`src/design/ahc_cfg.svh`:
```
`ifndef AHC_CFG_SVH
`define AHC_CFG_SVH
`define AHC_ALM_OPDATA     8'h70
`define AHC_ALM_COMBO      8'h45
`define AHC_SUB_NONE       8'h00
`define AHC_SUB_TRAVEL     8'h01
`define AHC_SUB_WRAP       8'h02
`define AHC_SUB_SPEED0     8'h03
`define AHC_SUB_OPSPD      8'h04
`define AHC_SUB_STSPD      8'h05
`define AHC_SUB_PUSHSPD    8'h06
`define AHC_SUB_PUSHCUR    8'h07
`define AHC_SUB_HOME       8'h08
`define AHC_TRAVEL_MAX     33'sh0_7FFF_FFFF
`define AHC_FW_ACTUATOR    16'h0202
`define AHC_FW_HV_CHECK    16'h0310
`define AHC_FW_FRAC_LEAD   16'h0410
`define AHC_TICK_NS        1000
`define AHC_CLK_NS         10
`define AHC_TICK_CYC       (`AHC_TICK_NS / `AHC_CLK_NS)
`endif

```
`src/design/ahc_pkg.sv`:
```
package ahc_pkg;
  typedef struct packed {
    logic [7:0]  code;
    logic [7:0]  sub;
    logic [15:0] drv_temp;
    logic [15:0] mot_temp;
    logic [15:0] inv_volt;
    logic [15:0] dio_in;
    logic [15:0] rio_out;
    logic [7:0]  op_num;
    logic [7:0]  op_kind;
    logic [31:0] fb_pos;
    logic [31:0] t_boot;
    logic [31:0] t_move;
    logic [31:0] t_main;
  } ahc_rec_s;

  typedef struct packed {
    logic [15:0] drv_temp;
    logic [15:0] mot_temp;
    logic [15:0] inv_volt;
    logic [15:0] dio_in;
    logic [15:0] rio_out;
    logic [7:0]  op_num;
    logic [7:0]  op_kind;
    logic [31:0] fb_pos;
  } ahc_snap_s;

  typedef struct packed {
    logic        positioning;
    logic        uses_wrap;
    logic        push;
    logic        home;
    logic [32:0] travel;
    logic [31:0] op_speed;
    logic [31:0] st_speed;
    logic [31:0] push_speed;
    logic [15:0] push_cur;
    logic [31:0] home_speed;
  } ahc_op_s;

  typedef struct packed {
    logic [31:0] max_op_speed;
    logic [31:0] max_st_speed;
    logic [31:0] max_push_speed;
    logic [15:0] max_push_cur;
    logic [31:0] max_home_speed;
  } ahc_lim_s;

  typedef struct packed {
    logic        motor_dc;
    logic        actuator;
    logic        small_frame;
    logic        frac_lead;
  } ahc_motor_s;
endpackage : ahc_pkg

```
`src/design/ahc_alarm_history.sv`:
```
`timescale 1ns/1ps
`include "ahc_cfg.svh"
// What this block does
// - Out-of-range travel raises sub code 01h.
// - Wrap operation while wrap disabled: 02h.
// - Nonzero travel at zero speed: 03h.
// - Operating speed above sensor maximum: 04h.
// - Starting speed above sensor maximum: 05h.
// - Push speed above sensor ceiling: 06h.
// - Push current above sensor ceiling: 07h.
// - Home setting above sensor limit: 08h.
// - Motor supply type mismatch: combination alarm.
// - Actuator on firmware before 2.02: combination.
// - DC small frame at 48V, firmware>=3.10.
// - Actuator with fractional lead on firmware before 4.10.
// - Record code, sub, temperatures, inverter voltage.
// - Record direct inputs and remote outputs.
// - Record data number, operation kind, position.
// - Record boot, motion and main times.
// - No control supply: boot from main.
// - Remote outputs sampled even without network.
module ahc_alarm_history
  import ahc_pkg::*;
#(
  parameter int DEPTH    = 8,
  parameter int TICK_CYC = `AHC_TICK_CYC
) (
  // Clock and reset
  input  wire logic                     clock_in,
  input  wire logic                     arst_n_in,
  // Driver configuration
  input  wire logic                     drv_dc_in,
  input  wire logic [15:0]              fw_rev_in,
  input  wire logic                     supply_48v_in,
  input  wire logic                     wrap_en_in,
  input  wire logic                     follow_sensor_in,
  // Motor and sensor
  input  wire logic                     motor_valid_in,
  input  wire ahc_motor_s               motor_in,
  input  wire ahc_lim_s                 lim_in,
  // Operation start
  input  wire logic                     op_start_in,
  input  wire ahc_op_s                  op_in,
  // Other alarm sources
  input  wire logic                     ext_alarm_in,
  input  wire logic [7:0]               ext_code_in,
  input  wire logic [7:0]               ext_sub_in,
  // Live snapshot
  input  wire ahc_snap_s                snap_in,
  input  wire logic                     ctrl_pwr_present_in,
  input  wire logic                     ctrl_pwr_on_in,
  input  wire logic                     main_pwr_on_in,
  // Alarm status
  output logic                          combo_alarm_out,
  output logic                          opdata_alarm_out,
  output logic [7:0]                    opdata_sub_out,
  // History read
  input  wire logic [$clog2(DEPTH)-1:0] rd_idx_in,
  output ahc_rec_s                      rd_rec_out,
  output logic [$clog2(DEPTH):0]        count_out
);
  localparam int AW = $clog2(DEPTH);

  function automatic logic over(input logic [31:0] val, input logic [31:0] lim);
    over = val > lim;
  endfunction : over

  logic        [32:0] tv;
  logic               tr_bad;
  logic        [7:0]  sub_sel;
  logic               op_err;
  logic               combo_now;
  logic               combo_rise;
  logic               ev;
  logic        [7:0]  ev_code;
  logic        [7:0]  ev_sub;
  logic        [31:0] t_boot;
  logic        [31:0] t_move;
  logic        [31:0] t_main;
  logic        [15:0] rio_q;
  ahc_rec_s           mem_q [DEPTH];
  logic        [AW-1:0] wp_q;
  logic        [AW:0]   cnt_q;
  logic        [AW-1:0] old_idx;

  assign tv     = op_in.travel;
  assign tr_bad = ($signed(tv) > `AHC_TRAVEL_MAX) || ($signed(tv) < -`AHC_TRAVEL_MAX);

  // Lowest sub code wins when several causes hold
  assign sub_sel =
      (op_in.positioning && tr_bad)                         ? `AHC_SUB_TRAVEL :
      (op_in.uses_wrap && !wrap_en_in)                      ? `AHC_SUB_WRAP :
      (op_in.positioning && tv != 33'h0_0000_0000 &&
       op_in.op_speed == 32'h0000_0000)                     ? `AHC_SUB_SPEED0 :
      (follow_sensor_in &&
       over(op_in.op_speed, lim_in.max_op_speed))           ? `AHC_SUB_OPSPD :
      (follow_sensor_in &&
       over(op_in.st_speed, lim_in.max_st_speed))           ? `AHC_SUB_STSPD :
      (follow_sensor_in && op_in.push &&
       over(op_in.push_speed, lim_in.max_push_speed))       ? `AHC_SUB_PUSHSPD :
      (follow_sensor_in && op_in.push &&
       op_in.push_cur > lim_in.max_push_cur)                ? `AHC_SUB_PUSHCUR :
      (follow_sensor_in && op_in.home &&
       over(op_in.home_speed, lim_in.max_home_speed))       ? `AHC_SUB_HOME :
                                                              `AHC_SUB_NONE;
  assign op_err = op_start_in && (sub_sel != `AHC_SUB_NONE);

  assign combo_now = motor_valid_in && (
      (motor_in.motor_dc != drv_dc_in) ||
      (motor_in.actuator && fw_rev_in < `AHC_FW_ACTUATOR) ||
      (drv_dc_in && fw_rev_in >= `AHC_FW_HV_CHECK &&
       motor_in.small_frame && supply_48v_in) ||
      (motor_in.actuator && motor_in.frac_lead &&
       fw_rev_in < `AHC_FW_FRAC_LEAD));
  assign combo_rise = combo_now && !combo_alarm_out;

  // Combination alarm takes the record slot when both arise together
  assign ev      = combo_rise || op_err || ext_alarm_in;
  assign ev_code = combo_rise ? `AHC_ALM_COMBO : op_err ? `AHC_ALM_OPDATA : ext_code_in;
  assign ev_sub  = combo_rise ? `AHC_SUB_NONE  : op_err ? sub_sel : ext_sub_in;

  assign old_idx = (cnt_q == (AW+1)'(DEPTH)) ? wp_q : AW'(0);

  ahc_timers #(
    .TICK_CYC            (TICK_CYC)
  ) u_timers (
    .clock_in            (clock_in),
    .arst_n_in           (arst_n_in),
    .ctrl_pwr_present_in (ctrl_pwr_present_in),
    .ctrl_pwr_on_in      (ctrl_pwr_on_in),
    .main_pwr_on_in      (main_pwr_on_in),
    .motion_start_in     (op_start_in),
    .t_boot_out          (t_boot),
    .t_move_out          (t_move),
    .t_main_out          (t_main)
  );

  // Remote outputs are sampled regardless of network use
  always_ff @(posedge clock_in or negedge arst_n_in) begin
    if (!arst_n_in) rio_q <= 16'h0000;
    else            rio_q <= snap_in.rio_out;
  end

  always_ff @(posedge clock_in or negedge arst_n_in) begin
    if (!arst_n_in) begin
      combo_alarm_out  <= 1'b0;
      opdata_alarm_out <= 1'b0;
      opdata_sub_out   <= 8'h00;
    end else begin
      combo_alarm_out <= combo_now;
      if (op_err) begin
        opdata_alarm_out <= 1'b1;
        opdata_sub_out   <= sub_sel;
      end else if (op_start_in) begin
        opdata_alarm_out <= 1'b0;
        opdata_sub_out   <= 8'h00;
      end
    end
  end

  always_ff @(posedge clock_in or negedge arst_n_in) begin
    if (!arst_n_in) begin
      wp_q  <= '0;
      cnt_q <= '0;
    end else if (ev) begin
      wp_q  <= (wp_q == AW'(DEPTH - 1)) ? AW'(0) : wp_q + AW'(1);
      if (cnt_q != (AW+1)'(DEPTH)) cnt_q <= cnt_q + (AW+1)'(1);
    end
  end

  // A motion that starts in the event cycle has no elapsed move time yet
  always_ff @(posedge clock_in) begin
    if (ev) begin
      mem_q[wp_q] <= '{code: ev_code, sub: ev_sub,
                       drv_temp: snap_in.drv_temp, mot_temp: snap_in.mot_temp,
                       inv_volt: snap_in.inv_volt,
                       dio_in: snap_in.dio_in, rio_out: rio_q,
                       op_num: snap_in.op_num, op_kind: snap_in.op_kind,
                       fb_pos: snap_in.fb_pos,
                       t_boot: t_boot, t_main: t_main,
                       t_move: op_start_in ? 32'h0000_0000 : t_move};
    end
  end

  // Index 0 is the oldest stored record
  always_ff @(posedge clock_in or negedge arst_n_in) begin
    if (!arst_n_in) rd_rec_out <= '0;
    else            rd_rec_out <= mem_q[AW'(((AW+1)'(old_idx) + (AW+1)'(rd_idx_in)) % DEPTH)];
  end
  assign count_out = cnt_q;

  property p_travel;
    @(posedge clock_in) disable iff (!arst_n_in)
      (op_start_in && op_in.positioning && tr_bad) |=>
        opdata_alarm_out && opdata_sub_out == 8'h01;
  endproperty
  a_travel: assert property (p_travel) else $error("travel alarm missing");

  property p_wrap;
    @(posedge clock_in) disable iff (!arst_n_in)
      (op_start_in && op_in.uses_wrap && !wrap_en_in && !(op_in.positioning && tr_bad))
        |=> opdata_sub_out == 8'h02;
  endproperty
  a_wrap: assert property (p_wrap) else $error("wrap alarm missing");

  property p_speed0;
    @(posedge clock_in) disable iff (!arst_n_in)
      (op_start_in && op_in.positioning && !tr_bad && !(op_in.uses_wrap && !wrap_en_in) &&
       op_in.travel != 33'h0_0000_0000 && op_in.op_speed == 32'h0000_0000)
        |=> opdata_alarm_out && opdata_sub_out == 8'h03;
  endproperty
  a_speed0: assert property (p_speed0) else $error("zero speed alarm missing");

  property p_nofollow;
    @(posedge clock_in) disable iff (!arst_n_in)
      !follow_sensor_in |-> sub_sel < 8'h04;
  endproperty
  a_nofollow: assert property (p_nofollow) else $error("limit check without follow");

  property p_mismatch;
    @(posedge clock_in) disable iff (!arst_n_in)
      (motor_valid_in && motor_in.motor_dc != drv_dc_in) |=> combo_alarm_out;
  endproperty
  a_mismatch: assert property (p_mismatch) else $error("supply mismatch missed");

  property p_oldfw;
    @(posedge clock_in) disable iff (!arst_n_in)
      (motor_valid_in && motor_in.actuator && fw_rev_in < 16'h0202) |=> combo_alarm_out;
  endproperty
  a_oldfw: assert property (p_oldfw) else $error("old firmware actuator missed");

  property p_record;
    @(posedge clock_in) disable iff (!arst_n_in)
      (ev && cnt_q < (AW+1)'(DEPTH)) |=> cnt_q == $past(cnt_q) + (AW+1)'(1);
  endproperty
  a_record: assert property (p_record) else $error("record not counted");

  property p_code;
    @(posedge clock_in) disable iff (!arst_n_in)
      (op_err && !combo_rise) |=> mem_q[$past(wp_q)].code == 8'h70;
  endproperty
  a_code: assert property (p_code) else $error("record code wrong");
endmodule : ahc_alarm_history

```
`src/design/ahc_timers.sv`:
```
`timescale 1ns/1ps
`include "ahc_cfg.svh"
module ahc_timers
  import ahc_pkg::*;
#(
  parameter int TICK_CYC = `AHC_TICK_CYC
) (
  // Clock and reset
  input  wire logic        clock_in,
  input  wire logic        arst_n_in,
  // Power and motion status
  input  wire logic        ctrl_pwr_present_in,
  input  wire logic        ctrl_pwr_on_in,
  input  wire logic        main_pwr_on_in,
  input  wire logic        motion_start_in,
  // Elapsed times in ticks
  output logic [31:0]      t_boot_out,
  output logic [31:0]      t_move_out,
  output logic [31:0]      t_main_out
);
  logic [15:0] pre_q;
  logic        tick;
  logic        boot_src;

  assign tick     = (pre_q == 16'(TICK_CYC - 1));
  // Without a separate control supply the boot time counts from main power
  assign boot_src = ctrl_pwr_present_in ? ctrl_pwr_on_in : main_pwr_on_in;

  always_ff @(posedge clock_in or negedge arst_n_in) begin
    if (!arst_n_in) begin
      pre_q <= 16'h0000;
    end else begin
      pre_q <= tick ? 16'h0000 : pre_q + 16'h0001;
    end
  end

  always_ff @(posedge clock_in or negedge arst_n_in) begin
    if (!arst_n_in) begin
      t_boot_out <= 32'h0000_0000;
      t_move_out <= 32'h0000_0000;
      t_main_out <= 32'h0000_0000;
    end else begin
      if (!boot_src) t_boot_out <= 32'h0000_0000;
      else if (tick) t_boot_out <= t_boot_out + 32'h0000_0001;
      if (motion_start_in) t_move_out <= 32'h0000_0000;
      else if (tick) t_move_out <= t_move_out + 32'h0000_0001;
      if (!main_pwr_on_in) t_main_out <= 32'h0000_0000;
      else if (tick) t_main_out <= t_main_out + 32'h0000_0001;
    end
  end

  property p_boot_src;
    @(posedge clock_in) disable iff (!arst_n_in)
      !boot_src |=> (t_boot_out == 32'h0000_0000);
  endproperty
  a_boot_src: assert property (p_boot_src) else $error("boot time not held at zero");
endmodule : ahc_timers

```
`config.mk`:
```
export PLATFORM = sky130hd
export DESIGN_NAME = ahc_alarm_history
export DESIGN_NICKNAME = d
export VERILOG_FILES = /design/src/design/ahc_pkg.sv /design/src/design/ahc_alarm_history.sv /design/src/design/ahc_timers.sv
export VERILOG_INCLUDE_DIRS = /design/src /design/src/design
export SDC_FILE = /design/constraint.sdc
export NUM_CORES = 2
export LEC_CHECK = 0
export BUFFER_PORTS_ARGS = -buffer_cell sky130_fd_sc_hd__buf_2
export CAP_MARGIN = 5
export CORE_MARGIN = 2
export CORE_UTILIZATION = 25
export DETAILED_ROUTE_END_ITERATION = 16
export PLACE_DENSITY = 0.4
export RECOVER_POWER = 50
export SLEW_MARGIN = 10
export SYNTH_ARGS = -nofsm -noshare
export SYNTH_HDL_FRONTEND = slang
export SYNTH_HIERARCHICAL = 1
export SYNTH_SLANG_ARGS = --single-unit
export TNS_END_PERCENT = 100
```
`constraint.sdc`:
```
create_clock -name clock_in -period 39.2 [get_ports clock_in]
set_clock_uncertainty 0.2 [all_clocks]
set_input_delay 5.88 -clock clock_in [delete_from_list [all_inputs] [get_ports clock_in]]
set_output_delay 5.88 -clock clock_in [all_outputs]
set_load 0.005 [all_outputs]
```
# [Word level (Yosys, flattened, before mapping)]
# Memories as Yosys holds them, arrays and structs flattened. A register that Yosys moved wholly into a read port is not among the register bits.
# Index checks and enable logic that the tools add are counted.
[word_totals] regBits=145 ramBits=1920 inputBits=504 wordCells=99 mem_count=1
[op_classes] add_sub_neg=7 order_cmp=10 eq_ne=7 mux=29 n_reduce_logical=35
[mem_list] memory="mem_q" depth=8 word_bits=240 read_ports=1 rd_ports_with_merged_regs=1 write_ports=1 line_no="ahc_alarm_history.sv:81" rtl="ahc_rec_s mem_q [DEPTH];"
[op_table] cell="32-bit two-way mux" count=7
[op_table] cell="32-bit greater-than comparator" count=4
[op_table] cell="32-bit by 1-bit adder with 32-bit output, second input constant" count=3
[op_table] cell="8-bit two-way mux" count=6
[op_table] cell="33-bit by 32-bit greater-than comparator with 1-bit output, second input constant" count=1
[op_table] cell="33-bit by 32-bit < comparator with 1-bit output, second input constant" count=1
[op_table] cell="33-bit nonzero test" count=1
[op_table] cell="32-bit logical NOT" count=1
[op_table] cell="4-bit two-way mux" count=8
[op_table] cell="1-bit logical AND" count=20
[op_table] cell="16-bit by 1-bit adder with 16-bit output, second input constant" count=1
[op_table] cell="16-bit by 7-bit == test with 1-bit output, second input constant" count=1
[op_table] cell="16-bit by 10-bit >= comparator with 1-bit output, second input constant" count=1
[op_table] cell="16-bit greater-than comparator" count=1
[op_table] cell="16-bit by 10-bit < comparator with 1-bit output, second input constant" count=1
[op_table] cell="16-bit by 11-bit < comparator with 1-bit output, second input constant" count=1
[op_table] cell="16-bit two-way mux" count=1
[op_table] cell="8-bit nonzero test" count=1
[op_table] cell="1-bit logical OR" count=6
[op_table] cell="3-bit two-way mux" count=2
[op_table] cell="1-bit two-way mux" count=5
[op_table] cell="4-bit by 1-bit adder with 4-bit output, second input constant" count=1
[op_table] cell="4-bit == test, second input constant" count=1
[op_table] cell="2-bit by 1-bit inequality test with 1-bit output, second input constant" count=2
[op_table] cell="other kinds (8)" count=11

# [Logic depth before layout (Yosys ltp)]
[logic_depth] ltp_word=16 ltp_mapped=14 mapped_depth_nobuf=12

# [Cells and area by module]
# The synthesis kept the hierarchy.
[by_module_without_submodules] module="ahc_alarm_history" n_inst=1 cells_per_inst=3749 area_each_um2=83278.6 seq_area_each_um2=64386.8
[by_module_without_submodules] module="ahc_timers" n_inst=1 cells_per_inst=616 area_each_um2=5891.9 seq_area_each_um2=2802.7

# [Least setup slack after synthesis]
# OpenSTA, ideal clock, no wires.
[synth_path] path_kind="input to register" startpoint="input lim_in[78] (netlist name)" endpoint="memory mem_q[0][0] (netlist name) (enable)" setup_ns=2.113 t_arrival_ns=44.411 setup_slack_ns=-7.523 cell_stages=11 n_path_buf=0 cell_sequence="inv_1 > ha_1 > nand4_1 > or4_1 > a311o_1 > a31oi_2 > nor3_1 > nand2_1 > mux2_2 > o31ai_4 > a2111oi_0"
[synth_via] elab_chain_len=14
[synth_lines] element="start: declaration" line_no="ahc_alarm_history.sv:40" rtl="input wire ahc_lim_s lim_in,"
[synth_lines] element="32-bit greater-than comparator" line_no="ahc_alarm_history.sv:65" rtl="over = val > lim;"
[synth_lines] element="1-bit logical AND" line_no="ahc_alarm_history.sv:99" rtl="(follow_sensor_in && op_in.push &&"
[synth_lines] element="4-bit two-way mux (no line) (6 in a row)"
[synth_lines] element="8-bit nonzero test (no line)"
[synth_lines] element="1-bit logical AND" line_no="ahc_alarm_history.sv:106" rtl="assign op_err = op_start_in && (sub_sel != `AHC_SUB_NONE);"
[synth_lines] element="1-bit logical OR (2 in a row)" line_no="ahc_alarm_history.sv:118" rtl="assign ev = combo_rise || op_err || ext_alarm_in;"
[synth_lines] element="1-bit two-way mux" line_no="ahc_alarm_history.sv:173" rtl="if (ev) begin"
[synth_lines] element="1-bit two-way mux" line_no="ahc_alarm_history.sv:181" rtl="t_move: op_start_in ? 32'h0000_0000 : t_move};"
[synth_lines] element="end: declaration" line_no="ahc_alarm_history.sv:81"
# Every way passes these cells.

==> metrics.csv <==
metric;value;unit
CTS Sinks;2301;
class of the worst hold path;reg -> reg;
share of the synthesized area in the top cell type;64.7;%
vias per cell;4.33;
hold_buf cts;0;
Syn Inst Count;4365;
f_max;0.0710;GHz
period utilisation layout;35.9;%
Slew headroom;-146;%
worst skew pair latency;0.86;ns
unrepaired setup endpoints after global routing;false;
P per Cell Area;68.7;nW/um^2
Placed Cells;9788;
Total Routed Length;251;mm
CTS tree;yes;
clock buffer count from CTS;268;
routed wire length per instance;24.3;microns
root buf cell;clkbuf_16;
row count;219;
Seq/Total Area, Yosys;75.3;%
syn_area_per_cell;20.4;sq um
EDFF count, synth;1920;
Setup crit end kind;async pin;
failing checks;max-capacitance violations, max-slew violations;
Die Span Y;601;microns
Ys Warns;6;
post-synth top area cell;edfxtp_1;
Setup crit start kind;input pin;
register bit count reported by yosys;2301;
endpoints failing setup;0;
worst-path maximum fanout;50;
fin nets;5965;
FILL cells;34934;
Resized cells post-CTS;0;
Starting Density;25.1;%
initial antenna violation count;66;
GR Util All Layers;13.7;%
H-Tree Depth;5;
Syn Std Cell Area;89200;sq um
I/O Buffers;752;
Leak Pwr;37.2;nW
Yosys cell types;78;
total power;7.39;mW
Final HPWL DP;151;mm
TritonRoute pass-1 iters;5;
IO Pins;758;
top post-synthesis cells by area;edfxtp_1, mux4_2, dfrtp_1;
maxcap violations;11;
layout cell share with drive strength beyond 1;30.4;%
core area;355000;sq um
status;complete, but fails checks;
final count of pins violating max slew;469;
Layout Cells excl Fill;10304;
Slew @ Worst Pin;3.68;ns
TNS Setup;0;ns
Post-synth ARST share;16.6;%
largest net degree at the start of global routing;92;
antenna-violating nets left;0;
fin util;30.3;%
CTS clk-pin slew, worst paths;0.06;ns
Fin. Hold Viols;0;
routability cong.;0.916;
vias in the first global route;48511;
Max IR drop VDD;40.0;uV
Post-CTS Setup Inserts;0;
first-pass GRT wire length;359;mm
Worst EP arrival;14.26;ns
Top FF cell, synth;edfxtp_1;
die footprint;361000;sq um
initial drt markers;2801;
DRC;0;
DR vias;44660;
global route total overflow;0;
area grow syn2layout;20.6;%
maximum root-to-sink buffer count;4;
die width;601;microns
Min Clock Period, post-route;14.09;ns
CP Data Required Time;39.37;ns
Setup CP Type;in -> async;
metal layers:
metal  up-vias  track usage [%]  wire [microns]
met1     23549             16.4          101000
met5         -                0             252
li1      19565                -               -
met4        42             3.88            7310
met2      1138             23.9          126000
met3       366             3.68           16000
placed cells by master, fill, tap and decap left out, types with 7 or more instances in the layout:
cell          n
buf_2       454
nor2_1       72
clkinv_8      7
nand3_1      62
mux2_2      243
buf_12        9
clkinv_2     43
nor4_1       43
mux4_2      480
bufinv_16    19
or4_1         8
or3_1        12
nor2b_1      44
nand2_1     110
inv_1       171
diode_2      25
ha_1        152
a21o_1       13
clkbuf_16   275
nand2b_1     19
a21oi_1      90
o211ai_1      7
and4_1       16
nor3_1       25
dfrtp_1     381
and2_0        8
buf_4        63
o21ai_0      43
clkbuf_1    379
and2_1       17
xor2_1       21
nand4_1      67
xnor2_1      54
and3_1       20
mux2i_1      16
edfxtp_1   1920
clkinv_1     28
clkbuf_8     31
kinds of logic (layout without fill, tap and decap cells):
kind of cell               after synthesis  after routing  share of synthesized area (%)
adders and majority gates              154            154                           2.17
and+or+nand+nor                        561            561                           3.55
buffers and inverters                  336           1496                           1.45
xor gates and xnor gates                76             76                          0.746
other                                    1             29                        0.00421
DFF                                   2301           2301                           75.3
muxes                                  741            741                           15.4
AOI/OAI and AO/OA                      195            195                           1.33
worst max-delay path, cell delays in order:
cell and delay (ns):
clkbuf_1 2.54, clkbuf_1 2.27, clkbuf_1 1.38, clkbuf_1 2.00
synthesized netlist by cell type (all sizes together), types with 3 or more instances:
cell,count
a21boi,3
a21o,13
a21oi,90
a221oi,5
a31o,3
a31oi,7
and2,25
and3,21
and4,17
and4b,4
buf,46
clkbuf,119
dfrtp,381
edfxtp,1920
ha,153
inv,171
mux2,244
mux2i,17
mux4,480
nand2,111
nand2b,19
nand3,64
nand4,69
nor2,73
nor2b,44
nor3,27
nor4,51
o211ai,7
o21ai,43
or2,5
or3,12
or4,8
xnor2,55
xor2,21
area by class of cell:
cell class                 count  area (sq um)  share of cell area, %
sequential                  2301         67200                   62.5
multi-input combinational   1731         20800                   19.3
clock buffer                 378          7580                   7.05
tap                         4751          5940                   5.53
timing repair buffer         834          4080                   3.79
clock inverter               113          1280                   1.19
inverter                     171           642                  0.597
antenna                       25          62.6                 0.0582
through the flow:
| step | setup slack, ns | instance area [sq um] | hold WS (ns) |
|---|---|---|---|
| final | 25.11 | 108000 | 0.286 |
| after global routing | 23.26 | 108000 | 0.305 |
| after CTS | 26.53 | 108000 | 0.287 |
| after detailed placement | 25.57 | 99100 | 0.279 |
| after global placement | 25.56 | 99100 | 0.272 |
| after floorplan | 4.31 | 89200 | 0.255 |
sequential cells by signal, summed over array words and instances (netlist names), 3 cells and up:
register	count
u_timers/t_boot_out	32
rd_rec_out	240
wp_q	3
u_timers/pre_q	16
u_timers/t_main_out	32
u_timers/t_move_out	32
mem_q	1920
opdata_sub_out	4
rio_q	16
count_out	4
final timing paths:
| check | slack [ns] | to | start | cells past startpoint |
|---|---|---|---|---|
| worst max-delay path | 25.11 | rd_rec_out[43] | arst_n_in | 4 |
| worst min-delay path | 0.29 | u_timers/pre_q[0] | u_timers/pre_q[0] | 1 |
| min in group asynchronous | 6.08 | rd_rec_out[216] | arst_n_in | 1 |
| worst max register to register | 32.49 | rd_rec_out[119] | count_out[1] | 16 |
| worst min register to register | 0.29 | u_timers/pre_q[0] | u_timers/pre_q[0] | 1 |
| max in group clock_in | 26.71 | mem_q[4][59] | lim_in[61] | 16 |
report_power, final:
group          internal [mW]  total [mW]  switching [mW]  leakage [nW]
clock network           1.49        2.49            1.01          4.34
registers               3.24        3.36           0.127          22.6
logic                  0.610        1.54           0.926          10.3
total                   5.33        7.39            2.06          37.2
Note: power is estimated with default switching activity, not from simulation.
